**config.mk**
```make
export PLATFORM = sky130hd
export DESIGN_NAME = cmptmr_top
export DESIGN_NICKNAME = d
export VERILOG_FILES = /design/src/design/cmptmr_top.v
export VERILOG_INCLUDE_DIRS = /design/src /design/src/design
export SDC_FILE = /design/constraint.sdc
export NUM_CORES = 1
export LEC_CHECK = 0
export BUFFER_PORTS_ARGS = -buffer_cell sky130_fd_sc_hd__clkbuf_2
export CAP_MARGIN = 20
export CORE_AREA = 8 8 163 119
export DETAILED_ROUTE_END_ITERATION = 8
export DIE_AREA = 0 0 171 127
export PLACE_DENSITY = 0.57
export SLEW_MARGIN = 20
export SYNTH_ARGS = -nofsm -noshare
export SYNTH_HDL_FRONTEND = slang
export SYNTH_SLANG_ARGS = --single-unit
```
**constraint.sdc**
```tcl
create_clock -name REF_CLK -period 2.9 [get_ports REF_CLK]
set_input_delay 0.58 -clock REF_CLK [delete_from_list [all_inputs] [get_ports REF_CLK]]
set_output_delay 0.58 -clock REF_CLK [all_outputs]
set_load 0.01 [all_outputs]
```
**src/design/cmptmr_defs.vh**
```
// register offsets, field positions and reset values of the compare timer
// assumes word-wide register port with byte offsets as printed
`ifndef CMPTMR_DEFS_VH
`define CMPTMR_DEFS_VH

// ****************************************
// register offsets
// ****************************************
`define CMPTMR_OFS_CMPA    16'h5300
`define CMPTMR_OFS_CMPB    16'h5302
`define CMPTMR_OFS_COUNT   16'h5304
`define CMPTMR_OFS_CTRL    16'h5306
`define CMPTMR_OFS_CLOCK_SOURCE_SELECT  16'h5308
`define CMPTMR_OFS_INTEN   16'h530A

// ****************************************
// control field positions
// ****************************************
`define CMPTMR_CTL_RUN     0
`define CMPTMR_CTL_CLEAR   1
`define CMPTMR_CTL_SRC     3
`define CMPTMR_CTL_BUFEN   5
`define CMPTMR_INT_A       0
`define CMPTMR_INT_B       1

// ****************************************
// reset values and codes
// ****************************************
`define CMPTMR_ZERO16      16'h0000
`define CMPTMR_DIV_RST     4'h0
`define CMPTMR_DIV_RSVD    4'hF
`define CMPTMR_DIV_MAX     4'hE
`define CMPTMR_DIV_MSB     3
`define CMPTMR_INT_MSB     1
`define CMPTMR_CODES       16
`define CMPTMR_ONE16       16'h0001

`endif

```
**src/design/cmptmr_top.v**
```verilog
// one channel of a 16-bit compare timer with match outputs
// assumes a single 20 MHz clock and a simple strobe register port
//
// Operation
// RULE1 - 16-bit up-counter, software clearable, loadable and readable anytime.
// RULE2 - control bit 3 picks internal prescaler (0) or external events (1).
// RULE3 - 4-bit divider code n selects clock divided by 2^n; 0xF reserved.
// RULE4 - external mode counts rising edges of the external input, no prescaler.
// RULE5 - writing 1 to control bit 1 clears the counter.
// RULE6 - writing the counter register loads that value.
// RULE7 - match on B flags cause B and restarts the count from zero.
// RULE8 - match on A flags cause A and leaves the count alone.
// RULE9 - control bit 5 routes compare accesses to shadow buffers.
// RULE10 - with buffering, buffers load active compares on every counter reset.
// RULE11 - with buffering, compare addresses read and write the buffers.
// RULE12 - active compares and buffers are zero after reset.
// RULE13 - match signals also drive the timer output logic.
// RULE14 - wrap period is compare B plus one count periods.
// RULE15 - control bit 0 runs the counter when 1, stops it when 0.
// RULE16 - starting or stopping keeps the counter value.
// RULE17 - run and clear in one write clear first, then count.
// RULE18 - counting goes on whatever match cause occurred.
// RULE19 - an enabled match cause raises the interrupt request.
// RULE20 - software runs prescaler first, changes clock only while stopped.
// RULE21 - software selects the external input pin function first.
// RULE22 - software configures source, output, interrupt, counter, compares in order.
// RULE23 - external input is synchronised and edge detected into one pulse.
`timescale 1ns/1ps
`include "cmptmr_defs.vh"

module cmptmr_top #(
    parameter DIV_W = 14
) (
    // clock, reset, enable
    input  wire        REF_CLK,
    input  wire        RESET,
    input  wire        CLK_EN,
    // register port
    input  wire [15:0] ADDR,
    input  wire [15:0] WDATA,
    input  wire        WR,
    input  wire        RD,
    output reg  [15:0] RDATA,
    // external count input pin
    input  wire        EXT_COUNT_IN,
    // match and interrupt outputs
    output reg         MATCH_A,
    output reg         MATCH_B,
    output reg         IRQ
);

    // ****************************************
    // registers
    // ****************************************
    reg  [15:0]      count_q;
    reg  [15:0]      cmpa_q;
    reg  [15:0]      cmpb_q;
    reg  [15:0]      bufa_q;
    reg  [15:0]      bufb_q;
    reg              run_q;
    reg              src_q;
    reg              bufen_q;
    reg  [3:0]       div_q;
    reg  [1:0]       inten_q;
    reg  [DIV_W-1:0] pre_q;
    reg  [2:0]       sync_q;
    reg              ext_lvl_q;

    // ****************************************
    // address decode
    // ****************************************
    // one select line per mapped word; unmapped addresses hit none
    wire sel_cmpa   = (ADDR == `CMPTMR_OFS_CMPA);
    wire sel_cmpb   = (ADDR == `CMPTMR_OFS_CMPB);
    wire sel_count  = (ADDR == `CMPTMR_OFS_COUNT);
    wire sel_ctrl   = (ADDR == `CMPTMR_OFS_CTRL);
    wire sel_clock_source_select = (ADDR == `CMPTMR_OFS_CLOCK_SOURCE_SELECT);
    wire sel_inten  = (ADDR == `CMPTMR_OFS_INTEN);

    // write strobes qualified by the select lines
    wire wr_cmpa   = WR && sel_cmpa;
    wire wr_cmpb   = WR && sel_cmpb;
    wire wr_count  = WR && sel_count;
    wire wr_ctrl   = WR && sel_ctrl;
    wire wr_clock_source_select = WR && sel_clock_source_select;
    wire wr_inten  = WR && sel_inten;

    // clear bit is a one-shot action, never stored
    // RULE5 software clear
    wire sw_clear = wr_ctrl && WDATA[`CMPTMR_CTL_CLEAR];

    // ****************************************
    // count enable generation
    // ****************************************
    // RULE23 sync and edge
    always @(posedge REF_CLK) begin
        if (RESET) begin
            sync_q    <= 3'h0;
            ext_lvl_q <= 1'b0;
        end else if (CLK_EN) begin
            sync_q <= {sync_q[1:0], EXT_COUNT_IN};
            if (sync_q[1] == sync_q[2]) begin
                ext_lvl_q <= sync_q[2];
            end
        end
    end
    wire ext_rise = (sync_q[1] == sync_q[2]) && sync_q[2] && !ext_lvl_q;

    // free-running prescaler chain; tap n toggles every 2^n cycles
    always @(posedge REF_CLK) begin
        if (RESET) begin
            pre_q <= {DIV_W{1'b0}};
        end else if (CLK_EN) begin
            pre_q <= pre_q + {{(DIV_W-1){1'b0}}, 1'b1};
        end
    end

    // ****************************************
    // divider tap select
    // ****************************************
    // tap n fires when the low n prescaler bits are all zero,
    // so once every 2^n clocks; taps beyond the chain never fire
    wire [`CMPTMR_CODES-1:0] tap_hit;
    assign tap_hit[0] = 1'b1;
    genvar gi;
    generate
        for (gi = 1; gi < `CMPTMR_CODES; gi = gi + 1) begin : g_tap
            if (gi <= DIV_W) begin : g_live
                assign tap_hit[gi] = (pre_q[gi-1:0] == {gi{1'b0}});
            end else begin : g_dead
                assign tap_hit[gi] = 1'b0;
            end
        end
    endgenerate

    // the reserved code gives no ticks at all, so the counter stalls
    // RULE3 divider tap
    reg int_tick;
    always @* begin
        int_tick = 1'b0;
        if (div_q <= `CMPTMR_DIV_MAX) begin
            int_tick = tap_hit[div_q];
        end
    end

    // RULE2 source select, RULE4 external edge, RULE15 run gate
    wire tick = run_q && (src_q ? ext_rise : int_tick);

    // RULE7 B match, RULE8 A match
    wire hit_a = tick && (count_q == cmpa_q);
    wire hit_b = tick && (count_q == cmpb_q);
    // RULE10 load on any counter reset
    wire ctr_reset = sw_clear || hit_b;

    // ****************************************
    // counter
    // ****************************************
    always @(posedge REF_CLK) begin
        if (RESET) begin
            count_q <= `CMPTMR_ZERO16;
        end else if (CLK_EN) begin
            // RULE5 RULE17 clear beats count
            if (sw_clear) begin
                count_q <= `CMPTMR_ZERO16;
            // RULE6 software load
            end else if (wr_count) begin
                count_q <= WDATA;
            // RULE7 RULE14 wrap after B
            end else if (hit_b) begin
                count_q <= `CMPTMR_ZERO16;
            // RULE1 RULE16 RULE18 count up
            end else if (tick) begin
                count_q <= count_q + `CMPTMR_ONE16;
            end
        end
    end

    // ****************************************
    // compare registers and buffers
    // ****************************************
    // buffered mode steers compare writes to the shadow words
    wire wr_bufa  = wr_cmpa && bufen_q;
    wire wr_bufb  = wr_cmpb && bufen_q;
    wire wr_acta  = wr_cmpa && !bufen_q;
    wire wr_actb  = wr_cmpb && !bufen_q;
    // with buffering on, shadow words move into the active compares on any counter reset
    // RULE10 buffer transfer
    wire xfer_buf = bufen_q && ctr_reset;

    // ****************************************
    // shadow buffers
    // ****************************************
    // shadow word for compare A
    // RULE9 RULE11 RULE12 buffered writes
    always @(posedge REF_CLK) begin
        if (RESET) begin
            bufa_q <= `CMPTMR_ZERO16;
        end else if (CLK_EN) begin
            if (wr_bufa) begin
                bufa_q <= WDATA;
            end
        end
    end

    // shadow word for compare B
    // RULE9 RULE11 RULE12 buffered writes
    always @(posedge REF_CLK) begin
        if (RESET) begin
            bufb_q <= `CMPTMR_ZERO16;
        end else if (CLK_EN) begin
            if (wr_bufb) begin
                bufb_q <= WDATA;
            end
        end
    end

    // ****************************************
    // active compares
    // ****************************************
    // active compare A; a transfer wins over a direct write
    // RULE12 reset zero
    always @(posedge REF_CLK) begin
        if (RESET) begin
            cmpa_q <= `CMPTMR_ZERO16;
        end else if (CLK_EN) begin
            if (xfer_buf) begin
                cmpa_q <= bufa_q;
            end else if (wr_acta) begin
                cmpa_q <= WDATA;
            end
        end
    end

    // active compare B; a transfer wins over a direct write
    // RULE12 reset zero
    always @(posedge REF_CLK) begin
        if (RESET) begin
            cmpb_q <= `CMPTMR_ZERO16;
        end else if (CLK_EN) begin
            if (xfer_buf) begin
                cmpb_q <= bufb_q;
            end else if (wr_actb) begin
                cmpb_q <= WDATA;
            end
        end
    end

    // ****************************************
    // control registers
    // ****************************************
    // run flag; stopping only gates ticks, the count is kept
    // RULE15 run bit
    always @(posedge REF_CLK) begin
        if (RESET) begin
            run_q <= 1'b0;
        end else if (CLK_EN) begin
            if (wr_ctrl) begin
                run_q <= WDATA[`CMPTMR_CTL_RUN];
            end
        end
    end

    // count source; software changes it only while stopped
    // RULE2 source select
    always @(posedge REF_CLK) begin
        if (RESET) begin
            src_q <= 1'b0;
        end else if (CLK_EN) begin
            if (wr_ctrl) begin
                src_q <= WDATA[`CMPTMR_CTL_SRC];
            end
        end
    end

    // buffer enable for compare accesses
    // RULE9 buffer enable
    always @(posedge REF_CLK) begin
        if (RESET) begin
            bufen_q <= 1'b0;
        end else if (CLK_EN) begin
            if (wr_ctrl) begin
                bufen_q <= WDATA[`CMPTMR_CTL_BUFEN];
            end
        end
    end

    // ****************************************
    // divider code and request enables
    // ****************************************
    // divider code; the reserved code is kept and then gives no ticks
    // RULE3 divider code
    always @(posedge REF_CLK) begin
        if (RESET) begin
            div_q <= `CMPTMR_DIV_RST;
        end else if (CLK_EN) begin
            if (wr_clock_source_select) begin
                div_q <= WDATA[`CMPTMR_DIV_MSB:0];
            end
        end
    end

    // request enables, one per match cause
    // RULE19 cause enables
    always @(posedge REF_CLK) begin
        if (RESET) begin
            inten_q <= 2'h0;
        end else if (CLK_EN) begin
            if (wr_inten) begin
                inten_q <= WDATA[`CMPTMR_INT_MSB:0];
            end
        end
    end

    // ****************************************
    // outputs and read port
    // ****************************************
    // match pulses, one clock per counted tick on a match
    // RULE13 match pulses out
    always @(posedge REF_CLK) begin
        if (RESET) begin
            MATCH_A <= 1'b0;
            MATCH_B <= 1'b0;
        end else if (CLK_EN) begin
            MATCH_A <= hit_a;
            MATCH_B <= hit_b;
        end
    end

    // request pulse for the interrupt controller; no flags kept here
    wire irq_d = (hit_a && inten_q[`CMPTMR_INT_A]) || (hit_b && inten_q[`CMPTMR_INT_B]);

    // RULE19 enabled cause request
    always @(posedge REF_CLK) begin
        if (RESET) begin
            IRQ <= 1'b0;
        end else if (CLK_EN) begin
            IRQ <= irq_d;
        end
    end

    // ****************************************
    // read port
    // ****************************************
    // readback words; the clear bit is write-only and reads zero
    wire [15:0] ctrl_rd   = {10'h000, bufen_q, 1'b0, src_q, 2'h0, run_q};
    wire [15:0] clock_source_select_rd = {12'h000, div_q};
    wire [15:0] inten_rd  = {14'h0000, inten_q};

    // read mux; buffered mode shows the shadow words
    // RULE11 buffered reads
    reg [15:0] rd_mux;
    always @* begin
        rd_mux = `CMPTMR_ZERO16;
        case (ADDR)
            `CMPTMR_OFS_CMPA:   rd_mux = bufen_q ? bufa_q : cmpa_q;
            `CMPTMR_OFS_CMPB:   rd_mux = bufen_q ? bufb_q : cmpb_q;
            `CMPTMR_OFS_COUNT:  rd_mux = count_q;
            `CMPTMR_OFS_CTRL:   rd_mux = ctrl_rd;
            `CMPTMR_OFS_CLOCK_SOURCE_SELECT: rd_mux = clock_source_select_rd;
            `CMPTMR_OFS_INTEN:  rd_mux = inten_rd;
            default:            rd_mux = `CMPTMR_ZERO16;
        endcase
    end

    // read data stand for the one clock after the strobe, else zero
    // RULE1 readable anytime
    always @(posedge REF_CLK) begin
        if (RESET) begin
            RDATA <= `CMPTMR_ZERO16;
        end else if (CLK_EN) begin
            if (RD) begin
                RDATA <= rd_mux;
            end else begin
                RDATA <= `CMPTMR_ZERO16;
            end
        end
    end

endmodule

```
# --- Word level (Yosys, flattened, before mapping) ---
# Index checks and enable logic that the tools add are counted.
totals:
  reg_bits: 126
  inputBits: 38
  out_inout_bits: 19
  elab_cells: 95
op_classes:
  n_addsub: 2
  magnitude_cmp: 2
  eq_ne: 9
  n_mux: 16
  n_bitwise: 1
  reduce_logical: 48
op_table:
  columns: ["cell", "count"]
  rows:
  - ["16-bit 2-to-1 mux", 11]
  - ["16-bit by 15-bit equality test with 1-bit output (second input constant)", 6]
  - ["16-bit one-hot mux with 6 select lines", 1]
  - ["16-bit equality test", 2]
  - ["1-bit logical AND", 19]
  - ["2-bit AND reduction", 9]
  - ["16-bit by 1-bit adder with 16-bit output (second input constant)", 1]
  - ["14-bit by 1-bit adder with 14-bit output (second input constant)", 1]
  - ["14-bit logical NOT", 1]
  - ["13-bit logical NOT", 1]
  - ["12-bit logical NOT", 1]
  - ["11-bit logical NOT", 1]
  - ["10-bit logical NOT", 1]
  - ["9-bit logical NOT", 1]
  - ["8-bit logical NOT", 1]
  - ["7-bit logical NOT", 1]
  - ["6-bit logical NOT", 1]
  - ["5-bit logical NOT", 1]
  - ["4-bit by 5-bit < comparator with 1-bit output (second input constant)", 1]
  - ["1-bit binary-select mux with 4-bit select", 1]
  - ["4-bit <= comparator (second input constant)", 1]
  - ["4-bit logical NOT", 1]
  - ["2-bit nonzero test", 2]
  - ["4-bit nonzero test", 1]
  - ["7 further kinds", 11]

# --- Logic depth before layout (Yosys ltp) ---
depth:
  word_depth: 11
  depth_mapped: 11
  depth_no_buf: 9

# --- Least setup slack after synthesis ---
# No wires, ideal clock.
synth_timing:
  path_type: "input to register"
  start: "input ADDR[5]"
  end: "register bufb_q[10]"
  setup_ps: 132
  arrival_time_ps: 2413
  required_ps: 2768
  path_slack_ps: 355
  stages: 11
  path_buffers: 4
  path_cell_list: "nor4_2 and3b_1 nand3b_1 buf_6 or4_4 buf_6 or2_1 buf_6 buf_6 nand2_1 a21oi_1"
synth_via:
  elab_chain_len: 4
synth_lines:
  columns: ["item", "line", "source"]
  rows:
  - ["from (decl)", "cmptmr_top.v:39", "input wire [15:0] ADDR,"]
  - ["16-bit by 15-bit equality test with 1-bit output", null, null]
  - ["1-bit logical AND", "cmptmr_top.v:82", "wire wr_cmpb = WR && sel_cmpb;"]
  - ["1-bit logical AND", "cmptmr_top.v:183", "wire wr_bufb = wr_cmpb && bufen_q;"]
  - ["2-bit AND reduction (no line)", null, null]
  - ["to (signal assigned)", "cmptmr_top.v:209", "bufb_q <= `CMPTMR_ZERO16;"]
  - ["to (decl)", "cmptmr_top.v:59", "reg [15:0] bufb_q;"]
# No other way between the ends.
# A chain may end at the register's enable or synchronous reset.

# --- Worst setup path after layout ---
layout_timing:
  start: "register count_q[14]"
  end: "register cmpb_q[6]"
layout_via:
  elab_chain_len: 6
  elab_cells_between_ends: 7
  classes_between: "eq/ne: 1; mux: 1; reduce/logical: 5"
layout_lines:
  columns: ["item", "line", "source"]
  rows:
  - ["from (decl)", "cmptmr_top.v:55", "reg [15:0] count_q;"]
  - ["from (signal assigned)", "cmptmr_top.v:160", "count_q <= `CMPTMR_ZERO16;"]
  - ["from (signal assigned)", "cmptmr_top.v:164", "count_q <= `CMPTMR_ZERO16;"]
  - ["from (signal assigned)", "cmptmr_top.v:170", "count_q <= `CMPTMR_ZERO16;"]
  - ["16-bit equality test (*)", "cmptmr_top.v:151", "wire hit_b = tick && (count_q == cmpb_q);"]
  - ["1-bit logical AND (*)", "cmptmr_top.v:151", null]
  - ["1-bit logical OR (*)", "cmptmr_top.v:153", "wire ctr_reset = sw_clear || hit_b;"]
  - ["1-bit logical AND (*)", "cmptmr_top.v:188", "wire xfer_buf = bufen_q && ctr_reset;"]
  - ["2-bit nonzero test (no line)", null, null]
  - ["2-bit AND reduction (no line)", null, null]
  - ["to (signal assigned)", "cmptmr_top.v:238", "cmpb_q <= `CMPTMR_ZERO16;"]
  - ["to (signal assigned)", "cmptmr_top.v:241", "cmpb_q <= bufb_q;"]
  - ["to (decl)", "cmptmr_top.v:57", "reg [15:0] cmpb_q;"]
# Every way passes the cells marked *; elsewhere a longest branch is shown, timed or not.

==> impl_results.md <==
* Hold_ws at 0.3932 ns
* M2 GR Usage at between 20 and 30%
* CP Capture Type: flip-flop
* Number of buffers added on ports at 56
* Max-cap violations at 0
* Asr flop ratio synth at 0%
* Starting Density at roughly two fifths
* Vias at between 6000 and 7000
* Die X at 171 um
* # IOs at between 50 and 60
* Non-filler cells, final at between 1000 and 1500
* Top FF cell, synth: dfxtp_1
* Library cells used by synthesis at 64
* Layout area overhead at 17.58%
* Largest net degree at the start of global routing at 67
* Internal Pwr Total at 3135 uW
* Vias per cell at between 5 and 6
* Clock slew at reported path FFs at approximately 0.06 ns
* Seq/Total Area, Yosys at 38.18%
* Max-slew violations at 0
* Post-CTS sizing at 0
* Clock skew at approximately 0.0087 ns
* Setup TNS at 0 ns
* Worst-path fanout max at 32
* Synthesized net count at about 830
* Worst path max stage delay at 0.48 ns
* Worst rel slew slack at 31.81%
* Cell count after placement at between 1000 and 1500
* Kind of critical path: flip-flop to flip-flop
* Clock Latency Late Sink at around 0.42 ns
* # diodes at 0
* EDFF count, synth at 0
* Max clock buf depth at 2
* Achievable Freq at about 390 MHz
* Switching Fraction at approximately 22%
* M1 GR Usage at roughly a third
* Synthesized cell area at about 0.0066 sq mm
* Tcrit/Tclk final at slightly below 90%
* Area leader, netlist: dfxtp_1
* Hold_sp: EXT_COUNT_IN
* Vias in the first global route at between 5000 and 6000
* Final Core Density at between 40% and 50%
* Register bit count reported by yosys at ~130
* Setup crit start: count_q[14]
* Syn Area/Cell at approximately 8.4 sq um
* CTS tree: done
* Clock Sinks at between 100 and 150
* Flop pwr share at 43.1%
* CTS root buffer: clkbuf_16
* Initial antenna violation count at 0
* Drc violations at 0
* RSZ-0062 raised after global routing: no
* Global-route wire length before repair at 34380 um
* Hold crit path type: primary input to flip-flop
* Crit path DAT at a little under 3 ns
* Pre-antenna DRT Iters at 5
* Worst VDD drop at 0.2970 mV
* Comb power frac at under 10%
* Data required, critical path at around 3.2 ns
* Core Region at 0.01682 sq mm
* End of the critical path: cmpb_q[6]
* Layout cell share with drive strength beyond 1 at 20.52%
* Placer Congestion at between 0.9 and 1
* Cells along the critical path: xor2_1 -> nor4_1 -> nand4_1 -> a31oi_4 -> o211ai_4 -> buf_4 -> o221a_2
* Per-cell routed wire length at a little over 20 um
* YS warnings at 0
* Clock share of power at between 50% and 60%
* Die area at 0.02172 sq mm
* H-tree Lvls at 4
* Initial DRC count at around 600
* Setup violators final at 0
* GRT overflow at 0
* Reg-to-reg slack, setup at ~0.31 ns
* Antenna-violating nets left at 0
* Worst R2R Path Depth at 7
* Hold Fails Final Rpt at 0
* Gr usage total at ~21%
* Min cycle time layout at 2.588 ns
* P per Cell Area at 520.6 mW/mm^2
* Routing usage on met3 at under 10%
* Critical path's slowest cell: nor4_1
* DP HPWL at around 16000 um
* Total Nets Final at 884
* Synth area leaders: dfxtp_1 38%, a21oi_1 7.7%, mux2i_1 6.8%
* R2r endpoint: cmpb_q[6]
* Crit start category: flip-flop
* Slew at the pin closest to its max-slew limit at around 1 ns
* Post-synth top area share at about two fifths
* Gr busiest metal: met1
* Mapped Cells at between 700 and 800
* Postcts setup bufs at 0
* Final WL at 22170 um
* Status: completed
* RR Startpoint: count_q[14]
* Num CTS Buffers at 17
* Die span in y at around 130 um
* CTS Hold Bufs at 0
* Num rows at 40
* Net Sw Power at 909.1 uW
* Leakage at just over 0.003 uW
layout by cell type, fill, tap and decap left out, types with 3 or more instances in the layout:
| master | count |
|---|---|
| and3_1 | 5 |
| ha_1 | 4 |
| dfxtp_1 | 125 |
| clkbuf_1 | 3 |
| nand3_1 | 23 |
| or3_1 | 5 |
| o22ai_1 | 18 |
| o221a_2 | 32 |
| nand2_1 | 101 |
| a21oi_1 | 101 |
| o21ai_0 | 28 |
| nor3b_1 | 3 |
| nand3b_1 | 5 |
| clkbuf_8 | 4 |
| clkbuf_16 | 17 |
| clkinv_2 | 3 |
| xor2_1 | 43 |
| inv_1 | 30 |
| nor4_1 | 12 |
| a22oi_1 | 7 |
| nor2b_1 | 4 |
| nand4_1 | 7 |
| nor3_1 | 15 |
| and4_1 | 3 |
| mux2i_1 | 45 |
| buf_4 | 43 |
| nor2_1 | 52 |
| nand2b_1 | 3 |
| xnor2_1 | 8 |
| clkbuf_2 | 55 |
worst min path at each step:
| stage | endpoint | slack [ns] | depth (start not counted) |
|---|---|---|---|
| final | sync_q[0] | 0.39 | 3 |
| after global placement | RDATA[13] | 0.44 | 2 |
| after detailed placement | RDATA[12] | 0.44 | 2 |
| after floorplan | bufb_q[5] | 0.44 | 2 |
| after CTS | sync_q[0] | 0.38 | 3 |
| after global routing | sync_q[0] | 0.41 | 3 |
per-stage QoR:
step | total power [uW] | cell area (sq um) | setup WS, ns
after CTS | 4074 | 7767 | 0.3322
after detailed placement | 1946 | 7192 | 0.05960
after global placement | 1947 | 7192 | 0.1407
final | 4044 | 7767 | 0.3122
after global routing | 4176 | 7767 | 0.3000
after floorplan | 1866 | 6606 | 0.3549
synth_stat cells, types with 2 or more instances:
library cell / count
o2111ai_1: 2
o21ai_0: 28
xnor2_1: 8
xor2_1: 43
buf_6: 8
and3_1: 5
buf_1: 2
nor2_1: 52
o21a_1: 2
a21oi_1: 101
inv_1: 30
a22o_1: 2
buf_4: 2
clkbuf_1: 40
dfxtp_1: 126
nand4_1: 7
nand2b_1: 3
o22ai_1: 18
mux2i_1: 45
nor2b_1: 4
a22oi_1: 7
nand3b_1: 5
o32ai_1: 2
nor3b_1: 3
o31ai_1: 2
nand2_1: 101
nor4_1: 12
o41ai_2: 2
nor3_1: 16
and4_1: 3
or3_1: 5
a21o_1: 2
ha_1: 4
o221a_2: 32
nand3_1: 23
buf_2: 13
a211o_1: 2
final cells by class:
type,count,area (sq um)
timing repair buffer,99,618.1
sequential,126,2524
fill,1697,9049
clock buffer,24,491.7
clock inverter,6,83.83
tap,231,289.0
multi-input combinational,568,3649
inverter,30,112.6
state kept, by name, summed over array words and instances, names as in the netlist, 2 cells and up:
signal and count:
RDATA 16, bufa_q 16, cmpb_q 16, inten_q 2, pre_q 14, sync_q 3, div_q 4, bufb_q 16
cmpa_q 16, count_q 16
power by group through the flow:
| stage | sequential [uW] | combinational [uW] | clock (uW) |
|---|---|---|---|
| after floorplan | 1780 | 87.7 | 0 |
| after global placement | 1780 | 167 | 0 |
| after detailed placement | 1780 | 167 | 0 |
| after CTS | 1740 | 168 | 2160 |
| after global routing | 1740 | 184 | 2250 |
| final | 1740 | 169 | 2130 |
logic make-up after synthesis:
logic type      after synthesis  share of synthesized area, %
fa+ha+maj                     4                        0.7576
simple gates                255                         18.96
mux                          46                         6.989
flops                       126                         38.18
buf+inv                      95                         6.667
compound gates              212                         21.69
xor+xnor                     51                         6.761
critical path: cells and delay by family, from the launching register on:
| kind | cells | cell delay (ns) |
|---|---|---|
| AND/OR/NAND/NOR | 2 | 0.89 |
| AO/OA/AOI/OAI | 3 | 0.76 |
| flip-flops | 1 | 0.35 |
| buffers and inverters | 1 | 0.31 |
| XOR/XNOR | 1 | 0.15 |
layer usage:
layer,up-vias,wire length (um)
li1,2911,-
met1,2887,11450
met2,261,8285
met3,23,2159
met4,0,277
met5,-,0
Power figures use the tool's default switching activity.
